## src/wwhc_pkg.sv

```systemverilog
/*
 * wwhc_pkg: shared constants, register layout and types of the watchdog with halt control.
 * Assumes a 10 MHz oscillator clock (100 ns) and 32-bit AHB-Lite register access.
 */
package wwhc_pkg;

	// register indices; byte address is four times the index
	localparam logic [7:0] WWHC_IDX_CTRL = 8'h2A;
	localparam logic [7:0] WWHC_IDX_TB = 8'h2C;
	localparam logic [7:0] WWHC_IDX_STAT = 8'h2E;

	// watchdog control register fields and reset value
	localparam int WWHC_ACT_BIT = 7;
	localparam int WWHC_TOP_BIT = 6;
	localparam logic [7:0] WWHC_CTRL_RESET = 8'h7F;
	localparam logic [6:0] WWHC_ROLL_FROM = 7'h40;

	// timebase register fields
	localparam int WWHC_TB_FLAG_BIT = 0;
	localparam int WWHC_TB_TIE_BIT = 1;
	localparam int WWHC_TB_SEL_LSB = 2;
	localparam logic [1:0] WWHC_TB_SEL_RESET = 2'h0;

	// status register fields
	localparam int WWHC_ST_HALT_BIT = 0;
	localparam int WWHC_ST_AHALT_BIT = 1;
	localparam int WWHC_ST_DELAY_BIT = 2;
	localparam int WWHC_ST_HWOPT_BIT = 3;
	localparam int WWHC_ST_HROPT_BIT = 4;
	localparam int WWHC_ST_WDRST_BIT = 5;

	// prescaler periods in oscillator cycles
	localparam int WWHC_WDG_PRESCALE = 16384;
	localparam int WWHC_TB_PRESCALE0 = 16000;
	localparam int WWHC_TB_PRESCALE1 = 32000;
	localparam int WWHC_TB_PRESCALE2 = 80000;
	localparam int WWHC_TB_PRESCALE3 = 200000;
	localparam int WWHC_TB_WIDTH = 18;

	// timing: clock period, reset pulse, wake-up delays
	localparam int WWHC_CLK_PERIOD_NS = 100;
	localparam int WWHC_RST_PULSE_NS = 30000;
	localparam int WWHC_RST_CYCLES = (WWHC_RST_PULSE_NS + WWHC_CLK_PERIOD_NS - 1) / WWHC_CLK_PERIOD_NS;
	localparam int WWHC_DELAY_SHORT = 256;
	localparam int WWHC_DELAY_LONG = 4096;
	localparam int WWHC_SEQ_WIDTH = 12;

	// watchdog control register contents
	typedef struct packed {
		logic act;
		logic [6:0] cnt;
	} wwhc_ctrl_t;

	// timebase control contents
	typedef struct packed {
		logic [1:0] sel;
		logic tie;
		logic flag;
	} wwhc_tb_t;

	// power and reset sequencing states
	typedef enum logic [2:0] {
		WWHC_RUN,
		WWHC_HALT_ONCE,
		WWHC_HALT_STOP,
		WWHC_ACT_HALT,
		WWHC_WAKE_DLY,
		WWHC_RST_PULSE
	} wwhc_state_t;

endpackage : wwhc_pkg

```

## src/wwhc_divider.sv

```systemverilog
/*
 * wwhc_divider: enable-gated prescaler giving a one-cycle tick every PERIOD enabled cycles.
 * Assumes PERIOD of at least 2; the phase is never cleared except by reset.
 */
`timescale 1ns/1ps
module wwhc_divider #(
	parameter int PERIOD = 16384,
	parameter int WIDTH = $clog2(PERIOD)
) (
	// clock and reset
	input wire logic clk,
	input wire logic rstN,
	// control and tick
	input wire logic en,
	output logic tick
);

	localparam logic [WIDTH-1:0] LAST = WIDTH'(PERIOD - 1);

	logic [WIDTH-1:0] cnt_r;

	// count enabled cycles, wrap at the last one
	always_ff @(posedge clk or negedge rstN) begin
		if (!rstN) begin
			cnt_r <= '0;
		end else if (en) begin
			cnt_r <= (cnt_r == LAST) ? '0 : WIDTH'(cnt_r + 1'b1);
		end
	end

	// tick in the last enabled cycle of each period
	assign tick = en && (cnt_r == LAST);

endmodule : wwhc_divider

```

## src/wwhc_top.sv

```systemverilog
/*
 * wwhc_top: watchdog down-counter with halt and active-halt control, timebase and AHB-Lite registers.
 * Assumes mclk is the oscillator clock and also the CPU clock; haltReq and cpuIntMask come from
 * logic on mclk, the option straps and external interrupt/reset requests come from pins.
 */
// The AHB-Lite register port was decided locally.
// Overview of operation
// counter decrements every 16384 oscillator cycles
// rollover 40h to 3Fh while active resets
// activation bit set by software, reset clears
// no watchdog reset while inactive; keeps counting
// control register resets to 7Fh
// bits six to zero hold live count
// hardware option keeps watchdog always active
// halt without options: decrement once, stop
// interrupt ends halt: resume after delay
// reset ends halt: watchdog back disabled
// halt with reset option generates reset
// timebase enable: active-halt freezes counter
// reset ends active-halt: resume after delay
// software refreshes counter before halting
// timeout set by prescaler and count setting
// timebase enable selects active-halt on halt
// timebase interrupt gated, wakes active-halt only
// full halt freezes timebase counter, registers
// counter runs even while activation clear
// write active with top bit clear resets
// write loads count immediately, sets activation
`timescale 1ns/1ps
module wwhc_top import wwhc_pkg::*; #(
	parameter int WDG_PERIOD = WWHC_WDG_PRESCALE,
	parameter int TB_PERIOD0 = WWHC_TB_PRESCALE0,
	parameter int TB_PERIOD1 = WWHC_TB_PRESCALE1,
	parameter int TB_PERIOD2 = WWHC_TB_PRESCALE2,
	parameter int TB_PERIOD3 = WWHC_TB_PRESCALE3
) (
	// clock and reset
	input wire logic mclk,
	input wire logic rstn,
	// AHB-Lite slave
	input wire logic hsel,
	input wire logic [31:0] haddr,
	input wire logic [1:0] htrans,
	input wire logic hwrite,
	input wire logic [2:0] hsize,
	input wire logic [31:0] hwdata,
	input wire logic hready,
	output logic hreadyout,
	output logic hresp,
	output logic [31:0] hrdata,
	// option straps and external pins
	input wire logic hwWatchdogOpt,
	input wire logic haltResetOpt,
	input wire logic longWakeDelay,
	input wire logic extIrq,
	input wire logic extResetReq,
	// cpu side
	input wire logic haltReq,
	input wire logic cpuIntMask,
	output logic mcuReset,
	output logic timebaseIrq,
	output logic haltMode,
	output logic activeHaltMode
);

	localparam int NSYNC = 5;
	logic [1:0] rstSync_r;
	logic rstnSync;
	wire logic [NSYNC-1:0] pinRaw = {extResetReq, extIrq, longWakeDelay, haltResetOpt, hwWatchdogOpt};
	logic [NSYNC-1:0] pinMeta_r;
	logic [NSYNC-1:0] pinSync_r;
	logic [1:0] pinLast_r;
	logic [1:0] optAge_r;
	logic hwOpt_r, haltRstOpt_r, longDly_r;
	logic extIrqRise, extRstRise;
	wwhc_state_t state_r;
	logic [WWHC_SEQ_WIDTH-1:0] seq_r;
	wwhc_ctrl_t ctrl_r;
	wwhc_tb_t tb_r;
	logic [WWHC_TB_WIDTH-1:0] tbCnt_r;
	logic [1:0] tbSelLive_r;
	logic [WWHC_TB_WIDTH-1:0] tbLast;
	logic tbRun, tbOvf, tbWake;
	logic wdRun, wdTick, wdActive, rollover;
	logic dpValid_r, dpWrite_r, rdWait_r;
	logic [31:0] dpAddr_r;
	logic [31:0] hrdata_r;
	logic wdRstSeen_r;
	logic mcuReset_r, tbIrq_r, haltMode_r, aHalt_r;
	logic addrPhase, wrEn, wrCtrl, wrTb, rdTbClr, swTrig, haltRstFire, wdFire, reinit, seqDone;

	// decode of a byte address against a register index
	function automatic logic regHit(input logic [31:0] addr, input logic [7:0] idx);
		regHit = (addr == {22'h0, idx, 2'h0});
	endfunction : regHit

	// reset release through two flip-flops
	always_ff @(posedge mclk or negedge rstn) begin
		if (!rstn) begin
			rstSync_r <= 2'h0;
		end else begin
			rstSync_r <= {rstSync_r[0], 1'b1};
		end
	end
	assign rstnSync = rstSync_r[1];

	// two-flop synchronisers for each pin input
	genvar gi;
	generate
		for (gi = 0; gi < NSYNC; gi++) begin : gSync
			always_ff @(posedge mclk or negedge rstnSync) begin
				if (!rstnSync) begin
					pinMeta_r[gi] <= 1'b0;
					pinSync_r[gi] <= 1'b0;
				end else begin
					pinMeta_r[gi] <= pinRaw[gi];
					pinSync_r[gi] <= pinMeta_r[gi];
				end
			end
		end
	endgenerate

	// edge detection on synchronised interrupt and reset requests
	always_ff @(posedge mclk or negedge rstnSync) begin
		if (!rstnSync) begin
			pinLast_r <= 2'h0;
		end else begin
			pinLast_r <= pinSync_r[4:3];
		end
	end
	assign extIrqRise = pinSync_r[3] && !pinLast_r[0];
	assign extRstRise = pinSync_r[4] && !pinLast_r[1];

	// option straps followed for three cycles after release; the last one sees a settled synchroniser
	always_ff @(posedge mclk or negedge rstnSync) begin
		if (!rstnSync) begin
			optAge_r <= 2'h0;
			hwOpt_r <= 1'b0;
			haltRstOpt_r <= 1'b0;
			longDly_r <= 1'b0;
		end else if (optAge_r != 2'h3) begin
			optAge_r <= 2'(optAge_r + 1'b1);
			hwOpt_r <= pinSync_r[0];
			haltRstOpt_r <= pinSync_r[1];
			longDly_r <= pinSync_r[2];
		end
	end

	// bus address and data phase bookkeeping; reads take one wait state
	assign addrPhase = hsel && htrans[1] && hready;
	always_ff @(posedge mclk or negedge rstnSync) begin
		if (!rstnSync) begin
			dpValid_r <= 1'b0;
			dpWrite_r <= 1'b0;
			dpAddr_r <= 32'h0;
			rdWait_r <= 1'b0;
		end else begin
			if (hready) begin
				dpValid_r <= addrPhase;
				dpWrite_r <= hwrite;
				dpAddr_r <= haddr;
			end
			rdWait_r <= addrPhase && !hwrite;
		end
	end
	assign hreadyout = !rdWait_r;
	assign hresp = 1'b0;
	assign wrEn = dpValid_r && dpWrite_r && !rdWait_r;
	assign wrCtrl = wrEn && regHit(dpAddr_r, WWHC_IDX_CTRL);
	assign wrTb = wrEn && regHit(dpAddr_r, WWHC_IDX_TB);
	assign rdTbClr = rdWait_r && regHit(dpAddr_r, WWHC_IDX_TB);

	// read data registered at the end of the wait state; unmapped reads give zero
	always_ff @(posedge mclk or negedge rstnSync) begin
		if (!rstnSync) begin
			hrdata_r <= 32'h0;
		end else if (rdWait_r) begin
			if (regHit(dpAddr_r, WWHC_IDX_CTRL)) begin
				hrdata_r <= {24'h0, ctrl_r};
			end else if (regHit(dpAddr_r, WWHC_IDX_TB)) begin
				hrdata_r <= {28'h0, tb_r};
			end else if (regHit(dpAddr_r, WWHC_IDX_STAT)) begin
				hrdata_r <= {26'h0, wdRstSeen_r, haltRstOpt_r, hwOpt_r, state_r == WWHC_WAKE_DLY,
					state_r == WWHC_ACT_HALT, state_r == WWHC_HALT_ONCE || state_r == WWHC_HALT_STOP};
			end else begin
				hrdata_r <= 32'h0;
			end
		end
	end
	assign hrdata = hrdata_r;

	// watchdog prescaler, phase hidden from software and never cleared by writes
	assign wdRun = (state_r == WWHC_RUN) || (state_r == WWHC_HALT_ONCE);
	wwhc_divider #(
		.PERIOD(WDG_PERIOD)
	) uPrescaler (
		.clk(mclk),
		.rstN(rstnSync),
		.en(wdRun),
		.tick(wdTick)
	);

	// reset causes
	assign wdActive = ctrl_r.act || hwOpt_r;
	assign rollover = wdTick && (ctrl_r.cnt == WWHC_ROLL_FROM);
	assign swTrig = wrCtrl && (hwdata[WWHC_ACT_BIT] || wdActive) && !hwdata[WWHC_TOP_BIT];
	assign haltRstFire = haltReq && !tb_r.tie && haltRstOpt_r;
	assign wdFire = (state_r == WWHC_RUN) && ((rollover && wdActive) || swTrig || haltRstFire);
	assign seqDone = (seq_r == '0);
	assign reinit = (state_r == WWHC_RST_PULSE) ? seqDone : extRstRise;

	// power and reset sequencing
	always_ff @(posedge mclk or negedge rstnSync) begin
		if (!rstnSync) begin
			state_r <= WWHC_RUN;
			seq_r <= '0;
		end else begin
			case (state_r)
				WWHC_RUN: begin
					if (wdFire) begin
						state_r <= WWHC_RST_PULSE;
						seq_r <= WWHC_SEQ_WIDTH'(WWHC_RST_CYCLES - 1);
					end else if (haltReq && !extRstRise) begin
						state_r <= tb_r.tie ? WWHC_ACT_HALT : WWHC_HALT_ONCE;
					end
				end
				WWHC_HALT_ONCE, WWHC_HALT_STOP: begin
					if (extRstRise) begin
						state_r <= WWHC_RUN;
					end else if (extIrqRise) begin
						state_r <= WWHC_WAKE_DLY;
						seq_r <= longDly_r ? WWHC_SEQ_WIDTH'(WWHC_DELAY_LONG - 1) : WWHC_SEQ_WIDTH'(WWHC_DELAY_SHORT - 1);
					end else if (wdTick) begin
						state_r <= WWHC_HALT_STOP;
					end
				end
				WWHC_ACT_HALT: begin
					if (extRstRise) begin
						state_r <= WWHC_WAKE_DLY;
						seq_r <= longDly_r ? WWHC_SEQ_WIDTH'(WWHC_DELAY_LONG - 1) : WWHC_SEQ_WIDTH'(WWHC_DELAY_SHORT - 1);
					end else if (extIrqRise || tbWake) begin
						state_r <= WWHC_RUN;
					end
				end
				WWHC_WAKE_DLY: begin
					if (seqDone) begin
						state_r <= WWHC_RUN;
					end else begin
						seq_r <= WWHC_SEQ_WIDTH'(seq_r - 1'b1);
					end
				end
				WWHC_RST_PULSE: begin
					if (seqDone) begin
						state_r <= WWHC_RUN;
					end else begin
						seq_r <= WWHC_SEQ_WIDTH'(seq_r - 1'b1);
					end
				end
				default: begin
					state_r <= WWHC_RUN;
				end
			endcase
		end
	end

	// watchdog control register: reload, count, activation latch
	always_ff @(posedge mclk or negedge rstnSync) begin
		if (!rstnSync) begin
			ctrl_r <= WWHC_CTRL_RESET;
		end else if (reinit) begin
			ctrl_r <= WWHC_CTRL_RESET;
		end else if (wrCtrl) begin
			ctrl_r.act <= ctrl_r.act || hwdata[WWHC_ACT_BIT];
			ctrl_r.cnt <= hwdata[WWHC_TOP_BIT:0];
		end else if (wdTick) begin
			ctrl_r.cnt <= 7'(ctrl_r.cnt - 1'b1);
		end
	end

	// sticky mark of a reset issued by this block, kept until power-on reset
	always_ff @(posedge mclk or negedge rstnSync) begin
		if (!rstnSync) begin
			wdRstSeen_r <= 1'b0;
		end else if (wdFire) begin
			wdRstSeen_r <= 1'b1;
		end
	end

	// timebase period for the live selection
	always_comb begin
		case (tbSelLive_r)
			2'h0: tbLast = WWHC_TB_WIDTH'(TB_PERIOD0 - 1);
			2'h1: tbLast = WWHC_TB_WIDTH'(TB_PERIOD1 - 1);
			2'h2: tbLast = WWHC_TB_WIDTH'(TB_PERIOD2 - 1);
			default: tbLast = WWHC_TB_WIDTH'(TB_PERIOD3 - 1);
		endcase
	end

	// timebase counter frozen in full halt; new selection applies at period end
	assign tbRun = (state_r != WWHC_HALT_ONCE) && (state_r != WWHC_HALT_STOP) && (state_r != WWHC_RST_PULSE);
	assign tbOvf = tbRun && (tbCnt_r == tbLast);
	always_ff @(posedge mclk or negedge rstnSync) begin
		if (!rstnSync) begin
			tbCnt_r <= '0;
			tbSelLive_r <= WWHC_TB_SEL_RESET;
		end else if (reinit) begin
			tbCnt_r <= '0;
			tbSelLive_r <= WWHC_TB_SEL_RESET;
		end else if (tbOvf) begin
			tbCnt_r <= '0;
			tbSelLive_r <= tb_r.sel;
		end else if (tbRun) begin
			tbCnt_r <= WWHC_TB_WIDTH'(tbCnt_r + 1'b1);
		end
	end

	// timebase control; overflow set wins over the read clear
	always_ff @(posedge mclk or negedge rstnSync) begin
		if (!rstnSync) begin
			tb_r <= '0;
		end else if (reinit) begin
			tb_r <= '0;
		end else begin
			if (wrTb) begin
				tb_r.sel <= hwdata[WWHC_TB_SEL_LSB +: 2];
				tb_r.tie <= hwdata[WWHC_TB_TIE_BIT];
			end
			if (tbOvf) begin
				tb_r.flag <= 1'b1;
			end else if (rdTbClr) begin
				tb_r.flag <= 1'b0;
			end
		end
	end

	// timebase interrupt and its wake of active-halt
	assign tbWake = tb_r.flag && tb_r.tie && !cpuIntMask;

	// registered outputs
	always_ff @(posedge mclk or negedge rstnSync) begin
		if (!rstnSync) begin
			mcuReset_r <= 1'b0;
			tbIrq_r <= 1'b0;
			haltMode_r <= 1'b0;
			aHalt_r <= 1'b0;
		end else begin
			mcuReset_r <= wdFire || ((state_r == WWHC_RST_PULSE) && !seqDone);
			tbIrq_r <= tbWake;
			haltMode_r <= (state_r == WWHC_HALT_ONCE) || (state_r == WWHC_HALT_STOP);
			aHalt_r <= (state_r == WWHC_ACT_HALT);
		end
	end
	assign mcuReset = mcuReset_r;
	assign timebaseIrq = tbIrq_r;
	assign haltMode = haltMode_r;
	assign activeHaltMode = aHalt_r;

endmodule : wwhc_top
```

## config.mk

```make
export PLATFORM = sky130hd
export DESIGN_NAME = wwhc_top
export DESIGN_NICKNAME = d
export VERILOG_FILES = /design/src/wwhc_pkg.sv /design/src/wwhc_divider.sv /design/src/wwhc_top.sv
export SDC_FILE = /design/constraint.sdc
export NUM_CORES = 1
export LEC_CHECK = 0
export BUFFER_PORTS_ARGS = -buffer_cell sky130_fd_sc_hd__buf_4
export CAP_MARGIN = 25
export CORE_ASPECT_RATIO = 1.2
export CORE_MARGIN = 2
export CORE_UTILIZATION = 56
export CTS_CLUSTER_SIZE = 40
export DETAILED_ROUTE_END_ITERATION = 8
export PLACE_DENSITY_LB_ADDON = 0.05
export SLEW_MARGIN = 5
export SYNTH_ARGS = -nofsm -noshare
export SYNTH_HDL_FRONTEND = slang
export SYNTH_HIERARCHICAL = 1
export SYNTH_SLANG_ARGS = --single-unit
export TNS_END_PERCENT = 5
```

## constraint.sdc

```tcl
create_clock -name mclk -period 5.5 [get_ports mclk]
set_input_delay 0.275 -clock mclk [delete_from_list [all_inputs] [get_ports mclk]]
set_output_delay 0.275 -clock mclk [all_outputs]
set_load 0.005 [all_outputs]
```

==> results of run 1 <==
-- metrics by stage --
step | worst slack, ps | cell area [um^2]
after global routing | 1730 | 7720
after floorplan | 1680 | 6610
final | 1990 | 7720
after detailed placement | 2030 | 7020
after global placement | 2150 | 7020
after CTS | 2010 | 7700
-- synth_stat cells (9+ instances only) --
cell type / number
dfrtp_1: 121
nand2_1: 50
mux2_2: 39
nor2_1: 35
buf_4: 30
inv_1: 23
nor3_1: 23
nand3_1: 21
xnor2_1: 21
o21ai_0: 20
mux2i_1: 13
clkbuf_1: 11
a211oi_1: 10
a21oi_1: 10
nand4_1: 9
nor4_1: 9
-- cells by family (layout without fill, tap and decap cells) --
logic type | after synthesis | in the layout | share of synthesized area [%]
buffers and inverters | 73 | 131 | 6.04
adders and majority gates | 6 | 6 | 1.15
xor gates and xnor gates | 30 | 30 | 4.14
and+or+nand+nor | 209 | 209 | 18.1
AOI/OAI and AO/OA | 106 | 106 | 12.5
DFF | 128 | 128 | 49.3
other | 2 | 26 | 0.115
muxes | 52 | 52 | 8.73
-- metal layers --
layer | GRT usage (%) | part of all wire [%]
met1 | 30.3 | 43
met2 | 38.1 | 51
met3 | 6.26 | 4.2
met4 | 9.58 | 2.1
met5 | 0 | 0
-- how the worst max path moves through the flow --
stage,endpoint,slack (ps),depth (start not counted)
floorplan,activeHaltMode,1680,0
global placement,seq_r[11],2150,9
detailed placement,seq_r[1],2030,9
CTS,seq_r[1],2010,9
global route,seq_r[10],1730,9
finish,seq_r[1],1990,9
-- registers in the layout, summed over array words and instances (netlist names), 3 cells and up --
register          count
seq_r                12
hrdata                8
uPrescaler/cnt_r     14
tb_r                  4
ctrl_r                8
tbCnt_r              18
dpAddr_r             32
pinSync_r             5
state_r               3
pinMeta_r             5
-- cell usage in the layout (no fill, tap or decap), drive strengths merged, types with 13 or more instances in the layout --
cell type  count
xnor2         22
buf           70
mux2i         13
nand3         22
nor2          35
nor3          27
inv           23
o21ai         20
mux2          39
clkbuf        20
dfrtp        121
nand2         51
conb          26
-- worst max-delay path: cells and delay by family (launching register included) --
family / cells / cell delay (ps)
multiplexers: 1 / 300
AO/OA/AOI/OAI: 2 / 540
AND/OR/NAND/NOR: 6 / 2030
flip-flops: 1 / 510
-- repair_timing --
item,in CTS,in global routing
hold buffers,6,0
hold endpoints to repair,7,0
resized for setup,0,0
-- cell type report --
class                           count  area [um^2]  share of cell area, %
Clock buffer                       20          437                   5.66
Multi-Input combinational cell    429         3010                   38.9
Tap cell                          157          196                   2.54
Timing Repair Buffer               76          586                   7.59
Sequential cell                   128         3220                   41.7
Inverter                           24         90.1                   1.17
Clock inverter                     11          189                   2.45
-- power by group through the flow --
stage	registers [W]	logic (W)	clock network, W
2_1_floorplan	0.00119	0.000539	0
3_3_place_gp	0.00124	0.000622	0
3_5_place_dp	0.00125	0.000639	0
4_1_cts	0.00123	0.000646	0.00122
5_1_grt	0.00126	0.000739	0.00126
6_report	0.00124	0.000653	0.00120
==> flow_summary.toml, run 1 <==
[setup_path]
cp_max_fo = 13
critPathLaunchType = "flop"
crit_path_max_incr_delay_ps = 610
ff2ff_path_depth = 9
crit_start = "state_r[2]"
critPathCaptureType = "flop"
slowest_stage = "nor3_4"
worstPathCellList = "nor2_1, and4_2, nand3_1, nor3_4, o2111ai_1, o22ai_1, and2_1, nor3b_4, mux2_2"
r2r_slack_ps = 1990
timing_worst_setup_path_type = "flop to flop"
worst_ep_arrival_time_ps = 3800
timing.rr.start = "state_r[2]"
crit_required_ps = 5790
r2r_end = "seq_r[1]"

[sta]
fmax_ghz = 0.285
finalSetupViolCount = 0
timing.final.max_slew_violations = 0
rsz0062_at_grt = "no"
finalSetupTns_ps = 0
finalHoldViolCount = 0
slew_headroom_pct = 43.2
skew_ps = 9.82
period_needed_ps = 3510
final.period_utilization_pct = 63.9
tightest_slew_ps = 853
whs_ps = 86.5

[hold_path]
timing.hold.worst_endpoint = "ctrl_r[4]"
worst_hold_startpoint = "hwdata[4]"
hold_depth = 3
worstHoldPathType = "input port to flop"

[detailed_routing]
drc_errors = 0
first_iter_violations = 279
routed_via_density = 5.69
drt-pass1-iter-count = 4
ant_nets = 0
routed_wl_mm = 13.6
wl_per_cell_um = 16.0
vias = 4805

[grt]
antenna_found_initial = 0
grt_pass1_vias = 4800
grt_max_degree = 70
grt-ovfl-total = 0
grt_use_total_pct = 23.6
grt_pass1_wl_mm = 22.9

[die]
rows = 43
floorplan.initialDensity_pct = 56.9
die_x_um = 103
die_h_um = 122
core_um2 = 11500
ios = 119
die-area_um2 = 12500

[clocking]
htreeDepth = 4
cts_root_buf = "clkbuf_16"
numCtsBuffers = 17
clk_path_buf_depth = 2
clock_latency_ps = 410
cts_tree = "built"
cts.sinks = 128
clkTransAtPathRegs_ps = 60
cts_setup_buffers = 0

[final_layout]
drive_gt1_share_pct = 24.7
area_delta_synth_final_pct = 18.4
diodes = 0
stdcell_count = 845
nNetsFinal = 763
fill_cells = 905
final_util_pct = 67.4

[run_status]
status = "finished clean"

[yosys]
post-synth-top-area-cell = "dfrtp_1"
ys_seq_elements = 128
netlist_top_cells_area = "dfrtp_1 46%, mux2_2 6.7%, buf_4 3.5%"
synth_ff_type = "dfrtp_1"
synth.avg_cell_area_um2 = 10.8
synth_top_area_share_pct = 46.4
synthArstFlopShare_pct = 100
synth_seq_area_share_pct = 49.3
syn_inst = 606
synth_area_um2 = 6520
ys.warnings.count = 6
synth_cell_types = 79
synth_edf_count = 0

[placed_design]
gp_congestion = 0.860
dp.final_hpwl_mm = 9.35
place_inst = 806
portBuffers = 65

[power]
p_sw_share_pct = 30.1
vdd.ir_drop.worst_v = 0.000259
total_power_w = 0.00308
p_per_area_nw_per_um2 = 400
switching_power_w = 0.000930
seqPwrFrac_pct = 40.1
comb_power_share_pct = 21.2
cellLeakagePower_nw = 3.31
p_int_w = 0.00215
pwr-share-clk_pct = 38.8

[job]
cap_violations = 0
No activity file was read; power rests on OpenSTA's default activity.
==> run 2: changes to the inputs <==
==> constraint.sdc (replaced) <==
create_clock -name mclk -period 3.63 [get_ports mclk]
set_input_delay 0.1815 -clock mclk [delete_from_list [all_inputs] [get_ports mclk]]
set_output_delay 0.1815 -clock mclk [all_outputs]
set_load 0.005 [all_outputs]
==> flow_summary.toml, run 2 (synthesis results as in run 1) <==
[sta]
slew_headroom_pct = 38.1
skew_ps = 7.11
tightest_slew_ps = 923
finalSetupTns_ps = 0
final.period_utilization_pct = 82.6
rsz0062_at_grt = "no"
finalHoldViolCount = 0
finalSetupViolCount = 0
fmax_ghz = 0.333
setup_ws_ps = 630
period_needed_ps = 3000
timing.final.max_slew_violations = 0

[clocking]
htreeDepth = 4
numCtsBuffers = 17
cts.sinks = 128
clkTransAtPathRegs_ps = 60
cts_root_buf = "clkbuf_16"
clock_latency_ps = 420
cts_tree = "built"
clk_path_buf_depth = 2
cts_setup_buffers = 0

[setup_path]
worstPathCellList = "inv_1, ha_1, nor4b_4, nand4b_4, a211oi_4, nor3b_4, mux2_2"
crit_path_max_incr_delay_ps = 590
ff2ff_path_depth = 7
cp_max_fo = 15
cp_top_family = "simple AND/OR/NAND/NOR gates"
critPathLaunchType = "flop"
slowest_stage = "nor3b_4"
r2r_end = "seq_r[1]"
timing.rr.start = "seq_r[0]"
crit_required_ps = 3930
critPathCaptureType = "flop"
worst_ep_arrival_time_ps = 3300
r2r_slack_ps = 630
timing_worst_setup_path_type = "flop to flop"
critPathBufInv = 1

[die]
die_h_um = 122
die_x_um = 103
die-area_um2 = 12500
floorplan.initialDensity_pct = 56.9
rows = 43
core_um2 = 11500
ios = 119

[placed_design]
portBuffers = 65
placed_area_um2 = 7050
place_ws_ps = 619
dp.final_hpwl_mm = 9.56
place_inst = 810
gp_congestion = 0.823

[power]
total_power_w = 0.00460
pwr-share-clk_pct = 36.3
vdd.ir_drop.worst_v = 0.000359
p_sw_share_pct = 32.1
p_int_w = 0.00312
cellLeakagePower_nw = 3.47
comb_power_share_pct = 23.0
p_per_area_nw_per_um2 = 568
seqPwrFrac_pct = 40.8
switching_power_w = 0.00148

[hold_path]
worst_hold_startpoint = "htrans[1]"
worstHoldPathType = "input port to flop"
timing.hold.worst_endpoint = "dpValid_r"
hold_depth = 3

[detailed_routing]
ant_nets = 0
drc_errors = 0
first_iter_violations = 265
routed_via_density = 5.62
routed_wl_mm = 14.6
drt-pass1-iter-count = 5
wl_per_cell_um = 16.4
vias = 4992

[final_layout]
diodes = 0
area_delta_synth_final_pct = 24.1
regMostFlops = "dpAddr_r"
nNetsFinal = 805
layout_commonest_cell = "dfrtp_1"
final_cell_mix = "120 x dfrtp_1, 73 x buf_4, 50 x nand2_1"
post-route-cell-area_um2 = 8090
stdcell_count = 888
drive_gt1_share_pct = 23.9
top_regs = "dpAddr_r (32), tbCnt_r (18), uPrescaler/cnt_r (14)"
largest_register_ffs = 32

[grt]
antenna_found_initial = 0
grt_pass1_wl_mm = 24.2
grt_use_total_pct = 24.9
grt_max_degree = 55
grt-ovfl-total = 0
grt_pass1_vias = 5069

[run_status]
status = "finished clean"

[job]
cap_violations = 0
## run 2: worst max path at each step
stage                          start        end  slack [ps]  cells after the start
after floorplan           state_r[1]   seq_r[3]         700                     12
after global placement      seq_r[0]  seq_r[11]         710                      7
after detailed placement    seq_r[0]   seq_r[1]         620                      7
after CTS                   seq_r[0]   seq_r[1]         620                      7
after global routing        seq_r[0]   seq_r[1]         400                      7
final                       seq_r[0]   seq_r[1]         630                      7
## run 2: area by class of cell
cell class                 instances  area, um^2
fill                             818        3370
inverter                          24        90.1
multi-input combinational        429        3010
sequential                       128        3220
timing repair buffer             118         998
clock buffer                      20         447
clock inverter                    12         138
tap                              157         196
## run 2: worst register-to-register path, delay by kind of cell (launching register included)
family	cells	cell delay, ps
AOI/OAI and AO/OA	1	530
adders and majority gates	1	240
buffers and inverters	1	110
DFF	1	380
muxes	1	410
and+or+nand+nor	3	1220
## run 2: layer usage
metal  up-vias  part of all wire (%)  track usage (%)
met4         0                   2.3             11.1
met3        32                   4.3             5.69
met5         -                     0                0
met1      2458                    42             31.2
li1       2380                     -                -
met2       122                    51             41.2
## run 2: per-stage QoR
step / util [%] / hold slack (ps)
finish: 70.6 / 18.3
global route: 70.6 / 15.2
CTS: 70.5 / 6.59
detailed placement: 61.5 / -32.5
global placement: 61.5 / -36.1
floorplan: - / -114
## run 2: repair_timing
item | in CTS | in global routing
gates resized for setup | 0 | 0
endpoints found under the hold margin | 46 | 0
hold buffers | 45 | 0
## run 2: power groups by stage
stage	Combinational [W]	Clock, W	Sequential (W)
after floorplan	0.000817	0	0.00181
after global placement	0.000959	0	0.00188
after detailed placement	0.000997	0	0.00189
after CTS	0.00104	0.00169	0.00187
after global routing	0.00117	0.00175	0.00191
final	0.00106	0.00167	0.00187
